## config.mk

```make
export PLATFORM = sky130hd
export DESIGN_NAME = hqpe_engine
export DESIGN_NICKNAME = d
export VERILOG_FILES = /design/src/rtl/hqpe_pkg.sv /design/src/rtl/hqpe_fifo.sv /design/src/rtl/hqpe_engine.sv
export SDC_FILE = /design/constraint.sdc
export NUM_CORES = 2
export LEC_CHECK = 0
export ABC_AREA = 0
export BUFFER_PORTS_ARGS = -buffer_cell sky130_fd_sc_hd__buf_2
export CORE_MARGIN = 5
export CORE_UTILIZATION = 61
export CTS_CLUSTER_SIZE = 40
export DETAILED_ROUTE_END_ITERATION = 8
export HOLD_SLACK_MARGIN = 0.15
export PLACE_DENSITY = 0.8
export SYNTH_ARGS = -nofsm -noshare
export SYNTH_HDL_FRONTEND = slang
export SYNTH_SLANG_ARGS = --single-unit
```

## constraint.sdc

```tcl
create_clock -name core_clk_i -period 11.2 [get_ports core_clk_i]
set_clock_uncertainty 0.1 [all_clocks]
set_input_delay 1.68 -clock core_clk_i [delete_from_list [all_inputs] [get_ports core_clk_i]]
set_output_delay 1.68 -clock core_clk_i [all_outputs]
set_load 0.005 [all_outputs]
```

## src/rtl/hqpe_pkg.sv

```systemverilog
// Shared constants and carriers for the queue pair engine
package hqpe_pkg;
	// Fixed slot sizes in bytes and the memory beat width
	localparam int CMD_BYTES = 64;
	localparam int CPL_BYTES = 16;
	localparam int BEAT_BYTES = 8;
	localparam int BEATS_PER_CMD = CMD_BYTES / BEAT_BYTES;
	localparam int CMD_SHIFT = $clog2(CMD_BYTES);
	localparam int CPL_SHIFT = $clog2(CPL_BYTES);
	// Identifier, index and address widths
	localparam int QID_W = 16;
	localparam int IDX_W = 16;
	localparam int ADDR_W = 64;
	localparam int DATA_W = BEAT_BYTES * 8;
	localparam int STAT_W = 15;
	// Default data buffer depth in beats
	localparam int FIFO_DEPTH = 16;
	// Admin queue identifier
	localparam logic [QID_W-1:0] ADMIN_QID = 16'h0000;
	// Broadcast namespace identifier
	localparam logic [31:0] NSID_BCAST = 32'h0FFFFFFF;
	// Namespace identifier sits in the upper half of the first beat
	localparam int NSID_LSB = 32;
	// Completion entry field positions
	localparam int CPL_W = CPL_BYTES * 8;
	localparam int CPL_SQHD_LSB = 64;
	localparam int CPL_SQID_LSB = 80;
	localparam int CPL_CID_LSB = 96;
	localparam int CPL_PHASE_BIT = 112;
	localparam int CPL_STAT_LSB = 113;
	// Reset value of the phase marker written on the first pass
	localparam logic PHASE_RESET = 1'b1;

	// Doorbell write as delivered by the bus front end
	typedef struct packed {
		logic is_result;
		logic [QID_W-1:0] qid;
		logic [IDX_W-1:0] value;
	} hqpe_bell_type;

	// Queue creation request
	typedef struct packed {
		logic is_result;
		logic [QID_W-1:0] qid;
		logic [ADDR_W-1:0] base;
		logic [IDX_W-1:0] last_slot;
		logic [QID_W-1:0] result_qid;
	} hqpe_qcfg_type;

	// One fetched command beat on its way to the executor
	typedef struct packed {
		logic [QID_W-1:0] sqid;
		logic first;
		logic last;
		logic bcast;
		logic [DATA_W-1:0] data;
	} hqpe_beat_type;

	// Completion handed back by the executor
	typedef struct packed {
		logic [QID_W-1:0] sqid;
		logic [15:0] cid;
		logic [STAT_W-1:0] status;
	} hqpe_cpl_type;
endpackage : hqpe_pkg

```

## src/rtl/hqpe_fifo.sv

```systemverilog
`timescale 1ns/1ps
// Flip-flop FIFO with valid and ready on both sides
module hqpe_fifo #(
	parameter int WIDTH = 8,
	parameter int DEPTH = 16
) (
	input wire logic core_clk_i,
	input wire logic rst_b_i,
	input wire logic in_valid_i,
	output logic in_ready_o,
	input wire logic [WIDTH-1:0] in_data_i,
	output logic out_valid_o,
	input wire logic out_ready_i,
	output logic [WIDTH-1:0] out_data_o,
	output logic [$clog2(DEPTH):0] count_o
);
	localparam int PW = $clog2(DEPTH);
	logic [WIDTH-1:0] mem_q [DEPTH]; // Storage entries
	logic [PW:0] wr_q; // Write pointer with lap bit
	logic [PW:0] rd_q; // Read pointer with lap bit
	logic push_w;
	logic pop_w;
	logic full_w;
	logic empty_w;

	assign empty_w = (wr_q == rd_q);
	assign full_w = (wr_q[PW] != rd_q[PW]) && (wr_q[PW-1:0] == rd_q[PW-1:0]);
	assign push_w = in_valid_i && !full_w;
	assign pop_w = out_ready_i && !empty_w;
	assign in_ready_o = !full_w;
	assign out_valid_o = !empty_w;
	assign out_data_o = mem_q[rd_q[PW-1:0]];
	assign count_o = wr_q - rd_q;

	// Pointer update
	always_ff @(posedge core_clk_i or negedge rst_b_i) begin
		if (!rst_b_i) begin
			wr_q <= '0;
			rd_q <= '0;
		end else begin
			if (push_w) begin
				wr_q <= wr_q + 1'b1;
			end
			if (pop_w) begin
				rd_q <= rd_q + 1'b1;
			end
		end
	end

	// Entry write
	always_ff @(posedge core_clk_i) begin
		if (push_w) begin
			mem_q[wr_q[PW-1:0]] <= in_data_i;
		end
	end
endmodule : hqpe_fifo

```

## src/rtl/hqpe_engine.sv

```systemverilog
`timescale 1ns/1ps
// Summary of operation
// Host rings tail doorbell after adding commands
// Tail doorbell write replaces stored tail
// Fetch in queue order, execute any order
// Every command slot is 64 bytes
// Buffer described by two pointers or segment
// Long buffers use a pointer list
// Segment chain links each next segment
// Completion names queue and command identifier
// Several command rings share one result ring
// Host advances result head after consuming
// Phase marker flags newly posted entries
// Phase marker flips on each wrap
// Admin ring carries management commands only
// Admin rings always pair one to one; I/O rings may still name result ring 0
// Up to 65535 queues, 64K deep
// One register write submits commands
// No controller register reads needed
// Broadcast namespace identifier reports common settings
// One command set for all queue pairs
// Rings live in host memory, bus mastered
// Indices wrap; head equals tail is empty
module hqpe_engine
	import hqpe_pkg::*;
#(
	parameter int NUM_CR = 4,
	parameter int NUM_RS = 2,
	parameter int DEPTH = FIFO_DEPTH
) (
	input wire logic core_clk_i,
	input wire logic rst_b_i,
	input wire logic cfg_valid_i,
	input wire hqpe_qcfg_type cfg_i,
	input wire logic bell_valid_i,
	input wire hqpe_bell_type bell_i,
	output logic mem_rd_valid_o,
	input wire logic mem_rd_ready_i,
	output logic [ADDR_W-1:0] mem_rd_addr_o,
	input wire logic mem_rd_data_valid_i,
	output logic mem_rd_data_ready_o,
	input wire logic [DATA_W-1:0] mem_rd_data_i,
	output logic mem_wr_valid_o,
	input wire logic mem_wr_ready_i,
	output logic [ADDR_W-1:0] mem_wr_addr_o,
	output logic [CPL_W-1:0] mem_wr_data_o,
	output logic cmd_valid_o,
	input wire logic cmd_ready_i,
	output hqpe_beat_type cmd_o,
	input wire logic cpl_valid_i,
	output logic cpl_ready_o,
	input wire hqpe_cpl_type cpl_i
);
	localparam int SW = (NUM_CR > 1) ? $clog2(NUM_CR) : 1;
	localparam int CW = (NUM_RS > 1) ? $clog2(NUM_RS) : 1;
	localparam int BW = $clog2(BEATS_PER_CMD);
	localparam int FW = $clog2(DEPTH) + 1;
	localparam logic [FW-1:0] ROOM_MAX = FW'(DEPTH - BEATS_PER_CMD);
	localparam logic [BW-1:0] LAST_BEAT = BW'(BEATS_PER_CMD - 1);

	typedef enum {F_IDLE, F_REQ, F_BEAT} hqpe_fetch_type;
	typedef enum {C_IDLE, C_CHK, C_WR} hqpe_post_type;

	// Command ring state, one entry per ring
	logic [ADDR_W-1:0] cr_base_q [NUM_CR]; // Ring base address
	logic [IDX_W-1:0] cr_last_q [NUM_CR]; // Index of last slot
	logic [CW-1:0] cr_rs_q [NUM_CR]; // Associated result ring
	logic [IDX_W-1:0] cr_tail_q [NUM_CR]; // Tail, 16 bits cover 64K slots
	logic [IDX_W-1:0] cr_head_q [NUM_CR]; // Next slot to fetch
	logic [NUM_CR-1:0] cr_en_q; // Ring created
	logic [NUM_CR-1:0] cr_busy_w; // Ring holds unfetched commands

	// Result ring state, one entry per ring
	logic [ADDR_W-1:0] rs_base_q [NUM_RS]; // Ring base address
	logic [IDX_W-1:0] rs_last_q [NUM_RS]; // Index of last slot
	logic [IDX_W-1:0] rs_tail_q [NUM_RS]; // Next slot to post
	logic [IDX_W-1:0] rs_head_q [NUM_RS]; // Head from the doorbell
	logic [NUM_RS-1:0] rs_phase_q; // Phase marker for this pass
	logic [NUM_RS-1:0] rs_en_q; // Ring created

	// Fetch engine
	hqpe_fetch_type fstate_q;
	logic [SW-1:0] rr_q; // Ring currently offered the fetch slot
	logic [SW-1:0] fsel_q; // Ring being fetched
	logic [BW-1:0] beat_q; // Beat counter within a command
	logic rd_valid_q; // Read request pending
	logic [ADDR_W-1:0] rd_addr_q; // Read request address
	logic rd_ready_q; // Accepting read data
	logic fetch_done_w; // Last beat taken this cycle
	logic beat_take_w; // Read beat taken this cycle
	logic [FW-1:0] fifo_count_w;
	logic fifo_in_ready_w;
	logic fifo_out_valid_w;
	logic fifo_out_ready_w;
	hqpe_beat_type beat_w;
	hqpe_beat_type fifo_out_w;
	logic [IDX_W-1:0] fhead_w;
	logic [ADDR_W-1:0] fetch_addr_w;
	logic start_fetch_w;

	// Executor output stage
	logic cmd_valid_q;
	hqpe_beat_type cmd_q;

	// Completion poster
	hqpe_post_type cstate_q;
	hqpe_cpl_type cpl_q; // Completion being posted
	logic cpl_ready_q;
	logic cpl_take_w;
	logic [CW-1:0] csel_w; // Result ring for the held completion
	logic [IDX_W-1:0] ctail_w;
	logic [IDX_W-1:0] ctail_next_w;
	logic rs_full_w;
	logic wr_valid_q;
	logic [ADDR_W-1:0] wr_addr_q;
	logic [CPL_W-1:0] wr_data_q;
	logic post_done_w; // Entry accepted by memory this cycle
	logic [CPL_W-1:0] entry_w;

	// Doorbell and creation decode
	logic bell_cr_w;
	logic bell_rs_w;
	logic cfg_cr_w;
	logic cfg_rs_w;

	// Doorbell writes are the only host action needed to submit
	assign bell_cr_w = bell_valid_i && !bell_i.is_result && (bell_i.qid < QID_W'(NUM_CR));
	assign bell_rs_w = bell_valid_i && bell_i.is_result && (bell_i.qid < QID_W'(NUM_RS));
	assign cfg_cr_w = cfg_valid_i && !cfg_i.is_result && (cfg_i.qid < QID_W'(NUM_CR));
	assign cfg_rs_w = cfg_valid_i && cfg_i.is_result && (cfg_i.qid < QID_W'(NUM_RS));

	// Per command ring bookkeeping
	genvar gi;
	generate
		for (gi = 0; gi < NUM_CR; gi++) begin : g_cr
			// Ring empty when head equals tail
			assign cr_busy_w[gi] = cr_en_q[gi] && (cr_head_q[gi] != cr_tail_q[gi]);

			// Creation, doorbell and fetch progress
			always_ff @(posedge core_clk_i or negedge rst_b_i) begin
				if (!rst_b_i) begin
					cr_en_q[gi] <= 1'b0;
					cr_base_q[gi] <= '0;
					cr_last_q[gi] <= '0;
					cr_rs_q[gi] <= '0;
					cr_tail_q[gi] <= '0;
					cr_head_q[gi] <= '0;
				end else if (cfg_cr_w && cfg_i.qid[SW-1:0] == SW'(gi)) begin
					cr_en_q[gi] <= 1'b1;
					cr_base_q[gi] <= cfg_i.base;
					cr_last_q[gi] <= cfg_i.last_slot;
					cr_tail_q[gi] <= '0;
					cr_head_q[gi] <= '0;
					// Admin ring is bound to the admin result ring
					if (QID_W'(gi) == ADMIN_QID) begin
						cr_rs_q[gi] <= '0;
					end else begin
						// Any I/O ring may name a shared result ring
						cr_rs_q[gi] <= cfg_i.result_qid[CW-1:0];
					end
				end else begin
					// New tail overwrites the old one
					if (bell_cr_w && bell_i.qid[SW-1:0] == SW'(gi)) begin
						cr_tail_q[gi] <= bell_i.value;
					end
					// Head steps one slot per fetched command, wrapping
					if (fetch_done_w && fsel_q == SW'(gi)) begin
						cr_head_q[gi] <= fhead_w;
					end
				end
			end
		end
	endgenerate

	// Per result ring bookkeeping
	generate
		for (gi = 0; gi < NUM_RS; gi++) begin : g_rs
			// Creation, host head updates and posting progress
			always_ff @(posedge core_clk_i or negedge rst_b_i) begin
				if (!rst_b_i) begin
					rs_en_q[gi] <= 1'b0;
					rs_base_q[gi] <= '0;
					rs_last_q[gi] <= '0;
					rs_tail_q[gi] <= '0;
					rs_head_q[gi] <= '0;
					rs_phase_q[gi] <= PHASE_RESET;
				end else if (cfg_rs_w && cfg_i.qid[CW-1:0] == CW'(gi)) begin
					rs_en_q[gi] <= 1'b1;
					rs_base_q[gi] <= cfg_i.base;
					rs_last_q[gi] <= cfg_i.last_slot;
					rs_tail_q[gi] <= '0;
					rs_head_q[gi] <= '0;
					rs_phase_q[gi] <= PHASE_RESET;
				end else begin
					// Host frees entries by moving the head
					if (bell_rs_w && bell_i.qid[CW-1:0] == CW'(gi)) begin
						rs_head_q[gi] <= bell_i.value;
					end
					// Tail advances; phase flips on wrap
					if (post_done_w && csel_w == CW'(gi)) begin
						rs_tail_q[gi] <= ctail_next_w;
						if (ctail_w == rs_last_q[gi]) begin
							rs_phase_q[gi] <= ~rs_phase_q[gi];
						end
					end
				end
			end
		end
	endgenerate

	// Fetch address: ring base plus slot times the fixed command size
	assign fhead_w = (cr_head_q[fsel_q] == cr_last_q[fsel_q]) ? '0 : cr_head_q[fsel_q] + 1'b1;
	assign fetch_addr_w = cr_base_q[rr_q] + (ADDR_W'(cr_head_q[rr_q]) << CMD_SHIFT);
	// Start only when a whole command fits in the buffer
	assign start_fetch_w = (fstate_q == F_IDLE) && cr_busy_w[rr_q] && (fifo_count_w <= ROOM_MAX);
	assign beat_take_w = (fstate_q == F_BEAT) && rd_ready_q && mem_rd_data_valid_i;
	assign fetch_done_w = beat_take_w && (beat_q == LAST_BEAT);

	// Beat tagging; pointer words pass whole for the executor to follow
	assign beat_w.sqid = QID_W'(fsel_q);
	assign beat_w.first = (beat_q == '0);
	assign beat_w.last = (beat_q == LAST_BEAT);
	// Broadcast namespace request flagged on the first beat
	assign beat_w.bcast = (beat_q == '0) && (mem_rd_data_i[NSID_LSB +: 32] == NSID_BCAST);
	assign beat_w.data = mem_rd_data_i;

	// Fetch state machine, one command at a time in ring order
	always_ff @(posedge core_clk_i or negedge rst_b_i) begin
		if (!rst_b_i) begin
			fstate_q <= F_IDLE;
			rr_q <= '0;
			fsel_q <= '0;
			beat_q <= '0;
			rd_valid_q <= 1'b0;
			rd_addr_q <= '0;
			rd_ready_q <= 1'b0;
		end else begin
			case (fstate_q)
				F_IDLE: begin
					if (start_fetch_w) begin
						// Issue the read for the head slot
						fsel_q <= rr_q;
						rd_addr_q <= fetch_addr_w;
						rd_valid_q <= 1'b1;
						fstate_q <= F_REQ;
					end
					// Offer the slot to the next ring
					rr_q <= (rr_q == SW'(NUM_CR - 1)) ? '0 : rr_q + 1'b1;
				end
				F_REQ: begin
					// Wait for the memory to take the request
					if (mem_rd_ready_i) begin
						rd_valid_q <= 1'b0;
						rd_ready_q <= 1'b1;
						beat_q <= '0;
						fstate_q <= F_BEAT;
					end
				end
				F_BEAT: begin
					// Collect the beats of one command
					if (beat_take_w) begin
						beat_q <= beat_q + 1'b1;
						if (beat_q == LAST_BEAT) begin
							rd_ready_q <= 1'b0;
							fstate_q <= F_IDLE;
						end
					end
				end
				default: begin
					fstate_q <= F_IDLE;
				end
			endcase
		end
	end

	// Command buffer between memory and executor
	hqpe_fifo #(
		.WIDTH($bits(hqpe_beat_type)),
		.DEPTH(DEPTH)
	) u_fifo (
		.core_clk_i(core_clk_i),
		.rst_b_i(rst_b_i),
		.in_valid_i(beat_take_w),
		.in_ready_o(fifo_in_ready_w),
		.in_data_i(beat_w),
		.out_valid_o(fifo_out_valid_w),
		.out_ready_i(fifo_out_ready_w),
		.out_data_o(fifo_out_w),
		.count_o(fifo_count_w)
	);

	// Output stage refills when empty or when the executor takes a beat
	assign fifo_out_ready_w = !cmd_valid_q || cmd_ready_i;

	// Registered command output
	always_ff @(posedge core_clk_i or negedge rst_b_i) begin
		if (!rst_b_i) begin
			cmd_valid_q <= 1'b0;
			cmd_q <= '0;
		end else if (fifo_out_ready_w) begin
			cmd_valid_q <= fifo_out_valid_w;
			cmd_q <= fifo_out_w;
		end
	end

	// Completion poster decode
	assign cpl_take_w = cpl_valid_i && cpl_ready_q;
	assign csel_w = cr_rs_q[cpl_q.sqid[SW-1:0]];
	assign ctail_w = rs_tail_q[csel_w];
	assign ctail_next_w = (ctail_w == rs_last_q[csel_w]) ? '0 : ctail_w + 1'b1;
	// Full when one more post would make tail meet head
	assign rs_full_w = !rs_en_q[csel_w] || (ctail_next_w == rs_head_q[csel_w]);
	assign post_done_w = (cstate_q == C_WR) && mem_wr_ready_i;

	// Entry: ring and command identifier pair, fetch head and phase
	always_comb begin
		entry_w = '0;
		entry_w[CPL_SQHD_LSB +: IDX_W] = cr_head_q[cpl_q.sqid[SW-1:0]];
		entry_w[CPL_SQID_LSB +: QID_W] = cpl_q.sqid;
		entry_w[CPL_CID_LSB +: 16] = cpl_q.cid;
		entry_w[CPL_PHASE_BIT] = rs_phase_q[csel_w];
		entry_w[CPL_STAT_LSB +: STAT_W] = cpl_q.status;
	end

	// Posting state machine, shared result rings take all sources
	always_ff @(posedge core_clk_i or negedge rst_b_i) begin
		if (!rst_b_i) begin
			cstate_q <= C_IDLE;
			cpl_q <= '0;
			cpl_ready_q <= 1'b0;
			wr_valid_q <= 1'b0;
			wr_addr_q <= '0;
			wr_data_q <= '0;
		end else begin
			case (cstate_q)
				C_IDLE: begin
					// Hold one completion at a time
					if (cpl_take_w) begin
						cpl_q <= cpl_i;
						cpl_ready_q <= 1'b0;
						cstate_q <= C_CHK;
					end else begin
						cpl_ready_q <= 1'b1;
					end
				end
				C_CHK: begin
					// Wait for room in the result ring
					if (!rs_full_w) begin
						wr_addr_q <= rs_base_q[csel_w] + (ADDR_W'(ctail_w) << CPL_SHIFT);
						wr_data_q <= entry_w;
						wr_valid_q <= 1'b1;
						cstate_q <= C_WR;
					end
				end
				C_WR: begin
					// Entry leaves to host memory
					if (mem_wr_ready_i) begin
						wr_valid_q <= 1'b0;
						cstate_q <= C_IDLE;
					end
				end
				default: begin
					cstate_q <= C_IDLE;
				end
			endcase
		end
	end

	// Port drive from registers
	assign mem_rd_valid_o = rd_valid_q;
	assign mem_rd_addr_o = rd_addr_q;
	assign mem_rd_data_ready_o = rd_ready_q;
	assign mem_wr_valid_o = wr_valid_q;
	assign mem_wr_addr_o = wr_addr_q;
	assign mem_wr_data_o = wr_data_q;
	assign cmd_valid_o = cmd_valid_q;
	assign cmd_o = cmd_q;
	assign cpl_ready_o = cpl_ready_q;
endmodule : hqpe_engine

```

==> impl_results.md <==
- Status: completed
- RSZ-0062 raised after global routing: no
- Clock power share: a little over a third
- Die W: 397 um
- Core area: about 150,000 sq um
- Distinct cell type count after synthesis: 71
- Crit path launch type: flop
- CP Capture Type: flop
- Share of flip-flops with an asynchronous set or reset: between 40% and 50%
- Largest family of logic cells by synthesized area: multiplexers
- Synth top area share: about 36%
- Max clock buf depth: 3
- Crit path required time: 11,810 ps
- Post-route setup TNS: 0 ps
- Crit Path Class: reg -> reg
- Worst Path Max Fanout: 52
- Post-CTS Setup Inserts: 0
- Buf/Inv on CP: 3
- Routability congestion estimate: 0.916
- Worst Tran Pin Value: 1250 ps
- Top cells by count, synth: edfxtp_1 (1,104), dfrtp_1 (1,015), mux2_2 (574)
- CTS clk-pin slew, worst paths: 60 ps
- Largest net degree at the start of global routing: 190
- Max Fclk: 153 MHz
- Synth Register Bits: around 2,100
- Top-count cell post-synth: edfxtp_1
- DR vias/cell: about 6.4
- Worst slew margin relative to its limit: 16.3%
- Worst Hold Class: reg -> reg
- Number of flops mapped to enable cells by yosys: between 1,000 and 1,500
- Slew Limit Fails: 0
- Post-DP HPWL: 144 mm
- First-pass GRT wire length: 359 mm
- Grt total ovfl: 0
- Slack of the critical path: 4660 ps
- WP data arrival: 7150 ps
- Ys Warns: 0
- Seq/Total Area, Yosys: 64.0%
- Period utilization: 58.4%
- Peak supply drop: 273 uV
- Sw Ratio: 27.2%
- Final net count: 6,522
- CTS tree: built
- Post-Synth Adder-Cell Area: 0.708%
- Lkg Pwr: 42.5 nW
- Total number of vias: roughly 54,000
- Slowest-stage cell, CP: and3_4
- Layout cell share with drive strength beyond 1: between 30% and 40%
- Residual DRC: 0
- Post-cts sizing count: 0
- # fillers: between 9,000 and 10,000
- Initial Util: 61.2%
- Post-place setup slack: 4690 ps
- Primary FF master, synth: edfxtp_1
- Post-Synth XOR/XNOR Area: between 2 and 3%
- NetSw: ~5.5 mW
- Initial DRT Pass Iterations: 8
- Final Setup Violations: 0
- PortBufs: around 520
- Post-route ant nets: 0
- Pint: 14.6 mW
- Pwr per Cell Area: a little under 200 nW/um^2
- Iteration-0 DRC count of the detailed router: roughly 5,700
- Die H: 397 um
- CTS root buffer: clkbuf_16
- DR WL/cell: 28.8 um
- Initial antenna violation count: 41
- Clock sink count: 2,121
- Complex-gate fraction of the synthesized area: 1.85%
- Syn Area/Cell: 16.1 sq um
- Crit path largest cell delay: 850 ps
- Synth area leader: edfxtp_1
- Max-Cap Viols: 0
- Die area: 158,000 sq um
- GRT Util Overall: a little under a third
- Syn Inst Count: 5,695
- Cell area after synthesis: 91,500 sq um
- Crit path time final: ~6500 ps
- Num CTS Buffers: 204
- Post-CTS Hold Fix Bufs: 0
- Vias in the first global route: 54,766
- Routed wire length: between 200 and 250 mm
- I/O pins: 610
- CP top delay family: simple AND/OR/NAND/NOR gates
- Top post-synthesis cells by area: edfxtp_1 (36%), dfrtp_1 (28%), mux4_2 (12%), mux2_2 (7.1%), mux2i_1 (2.3%)
- Post-Synth Simple-Gate Area: 5.59%
- Critical-path cell list: buf_4, and3b_1, a21o_4, mux2i_1, inv_1, ha_1, and2_1, nand3_1, mux2_4, or4_4, nand3_1, or3_1, a2111oi_2, nand4_1, and3_4, buf_4, mux2_2
- Final hold violation count: 0
- FP Rows: 142
- P&R area growth vs syn: 12.7%
- Seq pwr share: 45.1%
- Clock latency on the worst-skew pair: about 850 ps
- H-tree depth: 4
- Mux share of post-synthesis cell area: 22.6%
- Comb pwr share: between 10% and 20%
==> logic make-up (layout without fill, tap and decap cells) <==
| kind of cell | after synthesis | after routing |
|---|---|---|
| compound gates | 281 | 281 |
| xor+xnor | 313 | 313 |
| fa+ha+maj | 50 | 50 |
| buf+inv | 425 | 1038 |
| flops | 2121 | 2121 |
| mux | 1357 | 1357 |
| other cells | 1 | 106 |
| simple gates | 1147 | 1147 |
==> registers in the layout (all words and copies together) (netlist names), 32 cells and up <==
register / count
cpl_q: 47
mem_wr_addr_o: 64
rs_tail_q: 32
cmd_o: 69
cr_base_q: 256
mem_wr_data_o: 64
cr_head_q: 64
rs_last_q: 32
u_fifo.mem_q: 1104
mem_rd_addr_o: 64
rs_head_q: 32
rs_base_q: 128
cr_last_q: 64
cr_tail_q: 64
==> path summary, 6_finish.rpt <==
kind	from	to	slack, ps	depth (start not counted)
max in group asynchronous	rst_b_i	cr_base_q[194]	7790	3
max reg2reg	cpl_q[32]	mem_wr_data_o[90]	4660	17
max	cpl_q[32]	mem_wr_data_o[90]	4660	17
min in group asynchronous	rst_b_i	cpl_q[18]	820	1
min	cr_en_q[1]	cr_en_q[1]	370	1
min reg2reg	cr_en_q[1]	cr_en_q[1]	370	1
==> power groups by stage <==
stage	logic (mW)	registers, mW	clock network, mW
6_report	3.93	9.07	7.12
5_1_grt	4.18	9.11	7.57
4_1_cts	3.96	9.07	7.20
3_5_place_dp	3.85	9.19	0
3_3_place_gp	3.75	9.16	0
2_1_floorplan	2.82	8.97	0
==> layer usage <==
layer | track usage, % | vias up | wire, um
met3 | 6.87 | 561 | 21800
met5 | 0 | - | 89
met4 | 12.3 | 12 | 10600
met2 | 50.4 | 2939 | 121000
met1 | 40.3 | 27814 | 89500
li1 | - | 22274 | -
==> final cells by class <==
type	count	area [sq um]	area share, %
antenna	28	70.1	0.0679
clock buffer	283	5740	5.57
clock inverter	102	1240	1.21
inverter	47	181	0.176
multi-input combinational	3226	31400	30.5
sequential	2121	58600	56.8
tap	2016	2520	2.45
timing repair buffer	606	3340	3.24
==> per-stage QoR <==
stage / hold slack, ps / util, % / cells / total power, mW / instance area [sq um]
floorplan: 335 / - / 5772 / 11.8 / 91800
global placement: 351 / 64.3 / 8016 / 12.9 / 96100
detailed placement: 354 / 64.3 / 8016 / 13.0 / 96100
CTS: 375 / 69.0 / 8401 / 20.2 / 103000
global route: 398 / 69.0 / 8424 / 20.9 / 103000
finish: 375 / 69.0 / 8429 / 20.1 / 103000
==> layout by cell type, fill, tap and decap left out, types with 47 or more instances in the layout <==
cell type,synthesis,final
nor2_1,256,242
nand2_1,540,539
ha_1,47,47
buf_2,16,515
xor2_1,158,158
edfxtp_1,1104,1104
o21ai_0,78,78
a21oi_1,105,104
clkbuf_16,0,205
nand3_1,73,73
buf_4,78,84
nand4_1,59,59
mux2i_1,212,211
dfrtp_1,1015,1008
conb_1,1,78
mux4_2,471,471
xnor2_1,155,155
mux2_2,574,574
mux2_4,100,100
(Power assumes the default switching activity.)
